==> src/sup_pkg.sv <==
// package: timing constants, threshold figures and output reset values for the supervisor
package sup_pkg;
  // clock rate
  localparam int unsigned CLK_HZ          = 50_000_000;
  // reset stretch period in ms, watchdog timeout in ms, debounce in ns
  localparam int unsigned RESET_STRETCH_MS = 200;
  localparam int unsigned WDOG_TIMEOUT_MS  = 1600;
  localparam int unsigned DEBOUNCE_NS      = 500;
  // derived cycle counts (longest-time figures round down, least round up)
  localparam longint unsigned RESET_STRETCH_CYC =
    longint'(RESET_STRETCH_MS) * CLK_HZ / 1000;
  localparam longint unsigned WDOG_TIMEOUT_CYC =
    longint'(WDOG_TIMEOUT_MS) * CLK_HZ / 1000;
  localparam int unsigned DEBOUNCE_CYC =
    (DEBOUNCE_NS * (CLK_HZ / 1_000_000) + 999) / 1000;
  // supply threshold variants in millivolts, kept for documentation of straps
  localparam int unsigned THRESH_R_MV = 2630;
  localparam int unsigned THRESH_S_MV = 2930;
  localparam int unsigned THRESH_T_MV = 3080;
  // power-fail reference in millivolts
  localparam int unsigned PFAIL_REF_MV = 1250;
  // reset values of the outputs
  localparam logic RESET_N_INIT  = 1'b0;
  localparam logic WDOG_N_INIT   = 1'b0;
  localparam logic PFAIL_N_INIT  = 1'b0;
endpackage

==> src/sync_filter.sv <==
// three-stage synchroniser with agreement-based change detection
`timescale 1ns/1ps
module sync_filter (
  input  wire logic mclk,
  input  wire logic reset,
  input  wire logic clk_en,
  input  wire logic async_in,
  output logic      level_out
);
  logic s1_r;
  logic s2_r;
  logic s3_r;

  // s1 is read only by s2; level updates once s2 and s3 agree
  always_ff @(posedge mclk) begin
    if (reset) begin
      s1_r      <= 1'b1;
      s2_r      <= 1'b1;
      s3_r      <= 1'b1;
      level_out <= 1'b1;
    end else if (clk_en) begin
      s1_r <= async_in;
      s2_r <= s1_r;
      s3_r <= s2_r;
      if (s2_r == s3_r) begin
        level_out <= s3_r;
      end
    end
  end
endmodule

==> src/supervisory_reset_watchdog.sv <==
// supervisor: reset combiner and stretcher, watchdog, power-fail flag
// ***************************************************************
// Notes on behaviour
// - all reset outputs asserted while manual reset request is low.
// - manual reset request is debounced before it acts.
// - supply-low asserts reset; threshold is a 2.63/2.93/3.08 V variant.
// - reset held one 200 ms period after last of supply-low and manual clear.
// - every edge of the kick input restarts the watchdog timer.
// - watchdog output low once kick stays still beyond 1.6 s.
// - watchdog output low during supply-low, until supply valid again.
// - watchdog never asserts reset itself; only via external loopback.
// - watchdog disable input clears the timer to zero, never times out.
// - active-high reset is exact complement of active-low reset.
// - power-fail flag high when sense is above reference, else low.
// - power-fail flag independent of reset, manual reset, watchdog.
// ***************************************************************
`timescale 1ns/1ps
module supervisory_reset_watchdog #(
  parameter longint unsigned STRETCH_CYC  = sup_pkg::RESET_STRETCH_CYC,
  parameter longint unsigned WDOG_CYC     = sup_pkg::WDOG_TIMEOUT_CYC,
  parameter int unsigned     DEBOUNCE_CYC = sup_pkg::DEBOUNCE_CYC,
  parameter bit              SINGLE_HIGH  = 1'b0
) (
  input  wire logic mclk,
  input  wire logic reset,
  input  wire logic clk_en,
  input  wire logic supply_low,
  input  wire logic manual_reset_req_n,
  input  wire logic wdog_kick_in,
  input  wire logic wdog_disable,
  input  wire logic powerfail_sense_in,
  output logic      reset_out_n,
  output logic      reset_out,
  output logic      wdog_timeout_n,
  output logic      powerfail_flag_n
);
  // ***************************************************************
  // input conditioning
  // ***************************************************************
  localparam int SW = 32;
  localparam int DW = 16;

  // last cycle of a count; widened so a 64-bit limit is never truncated
  function automatic logic at_limit(input logic [SW-1:0] cnt,
                                    input longint unsigned lim);
    return 64'(cnt) >= lim - 64'd1;
  endfunction

  logic          mr_sync;
  logic          kick_sync;
  logic          pf_sync;
  logic          dis_sync;
  logic          low_sync;
  logic          mr_deb_r;
  logic [DW-1:0] deb_cnt_r;
  logic [DW-1:0] deb_cnt_nxt;
  logic          kick_prev_r;
  logic [SW-1:0] str_cnt_r;
  logic [SW-1:0] str_cnt_nxt;
  logic [SW-1:0] wd_cnt_r;
  logic [SW-1:0] wd_cnt_nxt;
  logic          wd_expired_r;
  wire           kick_edge;
  wire           hold_reset;
  wire           stretch_done;
  wire           rst_assert_nxt;
  wire           wd_low_nxt;

  sync_filter u_mr (
    .mclk      (mclk),
    .reset     (reset),
    .clk_en    (clk_en),
    .async_in  (manual_reset_req_n),
    .level_out (mr_sync)
  );
  sync_filter u_kick (
    .mclk      (mclk),
    .reset     (reset),
    .clk_en    (clk_en),
    .async_in  (wdog_kick_in),
    .level_out (kick_sync)
  );
  sync_filter u_pf (
    .mclk      (mclk),
    .reset     (reset),
    .clk_en    (clk_en),
    .async_in  (powerfail_sense_in),
    .level_out (pf_sync)
  );
  sync_filter u_dis (
    .mclk      (mclk),
    .reset     (reset),
    .clk_en    (clk_en),
    .async_in  (wdog_disable),
    .level_out (dis_sync)
  );
  // supply-low from analog side; treat as asynchronous too
  sync_filter u_low (
    .mclk      (mclk),
    .reset     (reset),
    .clk_en    (clk_en),
    .async_in  (~supply_low),
    .level_out (low_sync)
  );

  // ***************************************************************
  // debounce of the manual reset request
  // ***************************************************************
  // the filtered level must differ for DEBOUNCE_CYC cycles to be taken
  assign deb_cnt_nxt = (mr_sync == mr_deb_r) ? '0 :
                       deb_cnt_r + 1'b1;

  // supply-low clear sits under the enable so a frozen block stays frozen
  always_ff @(posedge mclk) begin
    if (reset) begin
      deb_cnt_r <= '0;
      mr_deb_r  <= 1'b0;
    end else if (clk_en) begin
      if (!low_sync) begin
        deb_cnt_r <= '0;
        mr_deb_r  <= 1'b0;
      end else if (32'(deb_cnt_nxt) >= DEBOUNCE_CYC) begin
        mr_deb_r  <= mr_sync;
        deb_cnt_r <= '0;
      end else begin
        deb_cnt_r <= deb_cnt_nxt;
      end
    end
  end

  // ***************************************************************
  // reset combine and stretch
  // ***************************************************************
  // low_sync is 1 when supply is valid; mr_deb_r low holds reset
  assign hold_reset   = !low_sync || !mr_deb_r;
  assign stretch_done = at_limit(str_cnt_r, STRETCH_CYC);
  assign str_cnt_nxt  = hold_reset ? '0 :
                        (stretch_done ? str_cnt_r : str_cnt_r + 1'b1);
  // counting restarts from zero whenever either source is active
  assign rst_assert_nxt = hold_reset || !stretch_done;

  always_ff @(posedge mclk) begin
    if (reset) begin
      str_cnt_r   <= '0;
      reset_out_n <= sup_pkg::RESET_N_INIT;
      reset_out   <= ~sup_pkg::RESET_N_INIT;
    end else if (clk_en) begin
      str_cnt_r   <= str_cnt_nxt;
      reset_out_n <= ~rst_assert_nxt;
      reset_out   <= rst_assert_nxt;
    end
  end

  // ***************************************************************
  // watchdog
  // ***************************************************************
  // edge detect looks at the filtered level, never the first stage
  assign kick_edge = kick_sync ^ kick_prev_r;
  assign wd_cnt_nxt = (kick_edge || dis_sync) ? '0 :
                      (wd_expired_r ? wd_cnt_r : wd_cnt_r + 1'b1);
  // watchdog only drives its own pin; reset needs external loopback
  assign wd_low_nxt = !low_sync || (wd_expired_r && !kick_edge
                      && !dis_sync);

  always_ff @(posedge mclk) begin
    if (reset) begin
      wd_cnt_r     <= '0;
      wd_expired_r <= 1'b0;
      kick_prev_r  <= kick_sync;
    end else if (clk_en) begin
      kick_prev_r  <= kick_sync;
      if (!low_sync) begin
        wd_cnt_r     <= '0;
        wd_expired_r <= 1'b0;
      end else begin
        wd_cnt_r     <= wd_cnt_nxt;
        wd_expired_r <= !kick_edge && !dis_sync &&
                        (wd_expired_r || at_limit(wd_cnt_r, WDOG_CYC));
      end
    end
  end

  always_ff @(posedge mclk) begin
    if (reset) begin
      wdog_timeout_n <= sup_pkg::WDOG_N_INIT;
    end else if (clk_en) begin
      wdog_timeout_n <= ~wd_low_nxt;
    end
  end

  // ***************************************************************
  // power-fail flag, touches nothing else
  // ***************************************************************
  always_ff @(posedge mclk) begin
    if (reset) begin
      powerfail_flag_n <= sup_pkg::PFAIL_N_INIT;
    end else if (clk_en) begin
      powerfail_flag_n <= pf_sync;
    end
  end

  // ***************************************************************
  // assertions
  // ***************************************************************
  property p_complement;
    @(posedge mclk) disable iff (reset) reset_out == ~reset_out_n;
  endproperty
  a_complement: assert property (p_complement)
    else $error("reset outputs not complementary");

  property p_mr_holds;
    @(posedge mclk) disable iff (reset)
      (clk_en && !mr_deb_r) |=> !reset_out_n;
  endproperty
  a_mr_holds: assert property (p_mr_holds)
    else $error("reset released during manual request");

  property p_low_holds;
    @(posedge mclk) disable iff (reset)
      (clk_en && !low_sync) |=> (!reset_out_n && !wdog_timeout_n);
  endproperty
  a_low_holds: assert property (p_low_holds)
    else $error("supply-low did not hold outputs low");

  property p_stretch;
    @(posedge mclk) disable iff (reset)
      (clk_en && hold_reset) ##1 (clk_en && !hold_reset) |=> !reset_out_n;
  endproperty
  a_stretch: assert property (p_stretch)
    else $error("reset released without stretch");

  property p_kick_restart;
    @(posedge mclk) disable iff (reset)
      (clk_en && low_sync && kick_edge) |=> (wd_cnt_r == '0);
  endproperty
  a_kick_restart: assert property (p_kick_restart)
    else $error("kick did not restart watchdog");

  property p_disable;
    @(posedge mclk) disable iff (reset)
      (clk_en && dis_sync && low_sync) |=> wdog_timeout_n;
  endproperty
  a_disable: assert property (p_disable)
    else $error("watchdog fired while disabled");

  property p_pfail;
    @(posedge mclk) disable iff (reset)
      clk_en |=> (powerfail_flag_n == $past(pf_sync));
  endproperty
  a_pfail: assert property (p_pfail)
    else $error("power-fail flag does not follow sense");

  property p_wd_no_reset;
    @(posedge mclk) disable iff (reset)
      (clk_en && !hold_reset && stretch_done) |=> reset_out_n;
  endproperty
  a_wd_no_reset: assert property (p_wd_no_reset)
    else $error("reset asserted without a reset source");

  property p_wd_fire;
    @(posedge mclk) disable iff (reset)
      (clk_en && low_sync && wd_expired_r && !kick_edge && !dis_sync)
        |=> !wdog_timeout_n;
  endproperty
  a_wd_fire: assert property (p_wd_fire)
    else $error("watchdog expired but output stayed high");

  property p_wd_quiet;
    @(posedge mclk) disable iff (reset)
      (clk_en && low_sync && !wd_expired_r) |=> wdog_timeout_n;
  endproperty
  a_wd_quiet: assert property (p_wd_quiet)
    else $error("watchdog output low before timeout");

  property p_kick_clears;
    @(posedge mclk) disable iff (reset)
      (clk_en && low_sync && kick_edge)
        |=> (wdog_timeout_n && !wd_expired_r);
  endproperty
  a_kick_clears: assert property (p_kick_clears)
    else $error("kick did not clear watchdog timeout");

  property p_dis_clears;
    @(posedge mclk) disable iff (reset)
      (clk_en && dis_sync) |=> !wd_expired_r;
  endproperty
  a_dis_clears: assert property (p_dis_clears)
    else $error("watchdog expired while disabled");

  property p_deb_reject;
    @(posedge mclk) disable iff (reset)
      (clk_en && low_sync && mr_sync == mr_deb_r) |=> $stable(mr_deb_r);
  endproperty
  a_deb_reject: assert property (p_deb_reject)
    else $error("debounced level moved without input change");

  property p_deb_take;
    @(posedge mclk) disable iff (reset)
      (clk_en && low_sync && mr_sync != mr_deb_r &&
       32'(deb_cnt_r) + 32'd1 >= DEBOUNCE_CYC)
        |=> (mr_deb_r == $past(mr_sync));
  endproperty
  a_deb_take: assert property (p_deb_take)
    else $error("debounced level not taken after interval");

  property p_low_counters;
    @(posedge mclk) disable iff (reset)
      (clk_en && !low_sync)
        |=> (deb_cnt_r == '0 && wd_cnt_r == '0 && str_cnt_r == '0);
  endproperty
  a_low_counters: assert property (p_low_counters)
    else $error("counter not cleared during supply-low");

  property p_reset_high;
    @(posedge mclk) disable iff (reset)
      (clk_en && hold_reset) |=> reset_out;
  endproperty
  a_reset_high: assert property (p_reset_high)
    else $error("active-high reset low while a source holds");
endmodule

==> config.mk <==
export PLATFORM = sky130hd
export DESIGN_NAME = supervisory_reset_watchdog
export DESIGN_NICKNAME = d
export VERILOG_FILES = /design/src/sup_pkg.sv /design/src/sync_filter.sv /design/src/supervisory_reset_watchdog.sv
export SDC_FILE = /design/constraint.sdc
export NUM_CORES = 1
export LEC_CHECK = 0
export ABC_AREA = 1
export BUFFER_PORTS_ARGS = -buffer_cell sky130_fd_sc_hd__buf_2
export CAP_MARGIN = 20
export CELL_PAD_IN_SITES_DETAIL_PLACEMENT = 1
export CELL_PAD_IN_SITES_GLOBAL_PLACEMENT = 2
export CORE_UTILIZATION = 35
export CTS_BUF_LIST = sky130_fd_sc_hd__clkbuf_4
export DETAILED_ROUTE_END_ITERATION = 10
export HOLD_SLACK_MARGIN = 0.05
export PLACE_DENSITY = 0.83
export SLEW_MARGIN = 15
export SYNTH_ARGS = -nofsm -noshare
export SYNTH_HDL_FRONTEND = slang
export SYNTH_HIERARCHICAL = 1
export SYNTH_SLANG_ARGS = --single-unit
==> constraint.sdc <==
create_clock -name mclk -period 4.4 [get_ports mclk]
set_input_delay 0.22 -clock mclk [delete_from_list [all_inputs] [get_ports mclk]]
set_output_delay 0.22 -clock mclk [all_outputs]
set_load 0.1 [all_outputs]
==> metrics.csv <==
stage,metric,value,unit
floorplanning,pin_count,12,
routing,drt_iter0_drc,270,
synthesis,synthesis.area,5850,sq um
clock_tree,cts_setup_buffers,0,
placement,placed_cells,1122,
routing,first_pass_iters,4,
sta,final_hold_viol_count,0,
synthesis,synth_edf_count,1,
clock_tree,h-tree-depth,3,
routing,routed-via-count,5781,
routing,wl,16.6,mm
layout,utilization,0.391,
synthesis,synth-seq-cells,107,
status,outcome,finished clean,
placement,hpwl,11.9,mm
grt,grt_pass1_vias,5783,
floorplanning,die_w,131,microns
critical_path,arrival,2870,ps
synthesis,yosysWarnings,6,
placement,gp_congestion,0.843,
critical_path,cp-start-kind,register,
layout,drive_gt1_frac,0.0571,
routing,viasPerCell,5.04,
floorplanning,initial_core_util,0.363,
placement,port_buffers,11,
sta,worst_pin_slew,894,ps
clock_tree,cts_sinks,107,
synthesis,ys_seq_area_frac,0.368,
routing,route.antenna.remaining_nets,0,
synthesis,yosys-top-cells-area,"dfxtp_1 36%, nand2_1 16%, nand3_1 7.5%",
grt,antenna_found_initial,1,
sta,clock_skew,15.0,ps
clock_tree,tritoncts,done,
sta,fin_setup_tns,0,ps
critical_path,critPathKind,reg -> reg,
layout,fill_cells,2166,
synthesis,postSynthAreaPerCell,6.37,sq um
layout,area_delta_synth_final,7.63,%
worst_hold_path,worstHoldPathType,in -> reg,
clock_tree,cts_buffers,9,
synthesis,mappedNetlistNets,929,
floorplanning,die_area,17200,sq um
critical_path,crit_path_start,str_cnt_r[0],
sta,finalSetupViolations,0,
layout,largestRegisters,"str_cnt_r (32), wd_cnt_r (32), deb_cnt_r (16)",
synthesis,ys_types,38,
clock_tree,cts_root_buffer,clkbuf_4,
power,powerDensity,260,nW/um^2
clock_tree,clock_latency,520,ps
synthesis,synth_top_area_frac,0.363,
grt,grt_max_degree,58,
clock_tree,clockBufferDepth,2,
floorplanning,core-area,16100,sq um
layout,regArea,2150,sq um
routing,post_drt_wl_per_cell,14.5,microns
critical_path,path_max_fanout,28,
critical_path,reg2reg_depth,13,
layout,multi_input_area,3170,sq um
sta,worst_hold_slack,226,ps
power,p_leak,2.32,nW
clock_tree,post_cts_resized,0,
layout,instances_no_fill,1146,
critical_path,cp_data_required_time,4870,ps
grt,grt_use_total,0.198,
sta,rsz0062_at_grt,false,
critical_path,reg2reg_from,str_cnt_r[0],
floorplanning,row_count,46,
critical_path,worstReg2RegEnd,str_cnt_r[0],
layout,num-nets-final,935,
floorplanning,chipHeight,131,microns
power,ir_worst_vdd,0.205,mV
synthesis,synth_cells,918,
routing,drc,0,
job,maxCapViolCount,0,
critical_path,end_kind,register,
power,finalPower,1.64,mW
worst_hold_path,hold_depth,2,
sta,period_share,0.546,
sta,timing.fmax,0.416,GHz
synthesis,synthFlopType,dfxtp_1,
grt,globalRouteOverflowTotal,0,
clock_tree,path_clk_slew,200,ps
synthesis,synth-async-reset-ratio,0,
sta,min_period,2400,ps
critical_path,r2r_slack,2000,ps
sta,relSlewSlack,0.403,
sta,slew_viol_final,0,
synthesis,synth_top_area_cell,dfxtp_1,
critical_path,cp-endpoint,str_cnt_r[0],
grt,grt_pass1_wl,27.8,mm
-- cell type report --
| cell class | instances | area share |
|---|---|---|
| Antenna cell | 1 | 0.000397 |
| Clock buffer | 9 | 0.0107 |
| Clock inverter | 7 | 0.0115 |
| Inverter | 110 | 0.0656 |
| Multi-Input combinational cell | 675 | 0.503 |
| Sequential cell | 107 | 0.342 |
| Tap cell | 216 | 0.0429 |
| Timing Repair Buffer | 21 | 0.0242 |
-- critical path: stages (launching register included) --
cell and delay, ps:
dfxtp_1 490, ha_1 280, nand2_2 100, nor2_4 180
nand2_4 100, nor2_4 110, o21ai_1 70, nand2_1 120
nand2_1 80, nand2_2 90, nand2_4 200, nand2_8 260
o21ai_0 110, nor2_1 160
-- kinds of logic after synthesis --
family                     Yosys count  share of synthesized area
adders and majority gates            3                    0.00642
buffers and inverters              136                     0.0915
xor gates and xnor gates            19                     0.0284
and+or+nand+nor                    514                      0.380
AOI/OAI and AO/OA                  139                      0.126
DFF                                107                      0.368
-- cell usage after synthesis (5+ instances only) --
cell      instances
nand3_1          88
xor2_1           16
nand2_1         249
inv_1           109
nand4_1          15
o21ai_0          50
clkbuf_1         13
nor2_1          111
buf_2             8
dfxtp_1         106
nor2_2            5
nor3_1           28
a21oi_1          70
-- where the power goes --
| group | switching [mW] | total, mW | internal (mW) |
|---|---|---|---|
| Sequential | 0.00960 | 0.996 | 0.986 |
| Combinational | 0.0868 | 0.114 | 0.0276 |
| Clock | 0.394 | 0.527 | 0.133 |
-- worst min-delay path by stage --
| stage | startpoint | endpoint | slack [ps] |
|---|---|---|---|
| 6_report | clk_en | u_pf/s2_r | 230 |
| 5_1_grt | clk_en | u_kick/s1_r | 200 |
| 4_1_cts | clk_en | u_pf/s2_r | 190 |
| 3_5_place_dp | str_cnt_r[24] | str_cnt_r[24] | 430 |
| 3_3_place_gp | str_cnt_r[25] | str_cnt_r[25] | 430 |
| 2_1_floorplan | reset | u_dis/s1_r | 320 |
-- cell usage in the layout, fill, tap and decap left out, types with 3 or more instances in the layout --
| cell type | instances |
|---|---|
| dfxtp_1 | 106 |
| buf_4 | 3 |
| nor2_2 | 5 |
| nor2_1 | 111 |
| buf_2 | 11 |
| xnor2_1 | 3 |
| nand3_1 | 88 |
| o21ai_0 | 50 |
| nand2_2 | 4 |
| nand2_1 | 249 |
| o22ai_1 | 3 |
| inv_1 | 109 |
| ha_1 | 3 |
| a21oi_1 | 70 |
| dlygate4sd3_1 | 6 |
| nor3_1 | 28 |
| clkbuf_4 | 9 |
| xor2_1 | 16 |
| nand4_1 | 15 |
| a221oi_1 | 3 |
| nor2_4 | 4 |
-- stage by stage --
step / area (sq um) / setup slack [ps]
detailed placement: 6080 / 1660
finish: 6300 / 2000
global placement: 6080 / 1780
floorplan: 5850 / 2680
global route: 6300 / 1730
CTS: 6280 / 1860
-- timing repair --
| item | CTS | global route |
|---|---|---|
| setup endpoints to repair | 0 | 0 |
| hold buffers | 6 | 0 |
| endpoints found under the hold margin | 11 | 0 |
-- layer usage --
metal / track usage / vias up / share of wire
li1: - / 2977 / -
met1: 0.258 / 2755 / 0.50
met2: 0.331 / 37 / 0.47
met4: 0.0581 / 0 / 0.013
met3: 0.0382 / 12 / 0.021
met5: 0 / - / 0
(Power assumes the default switching activity.)
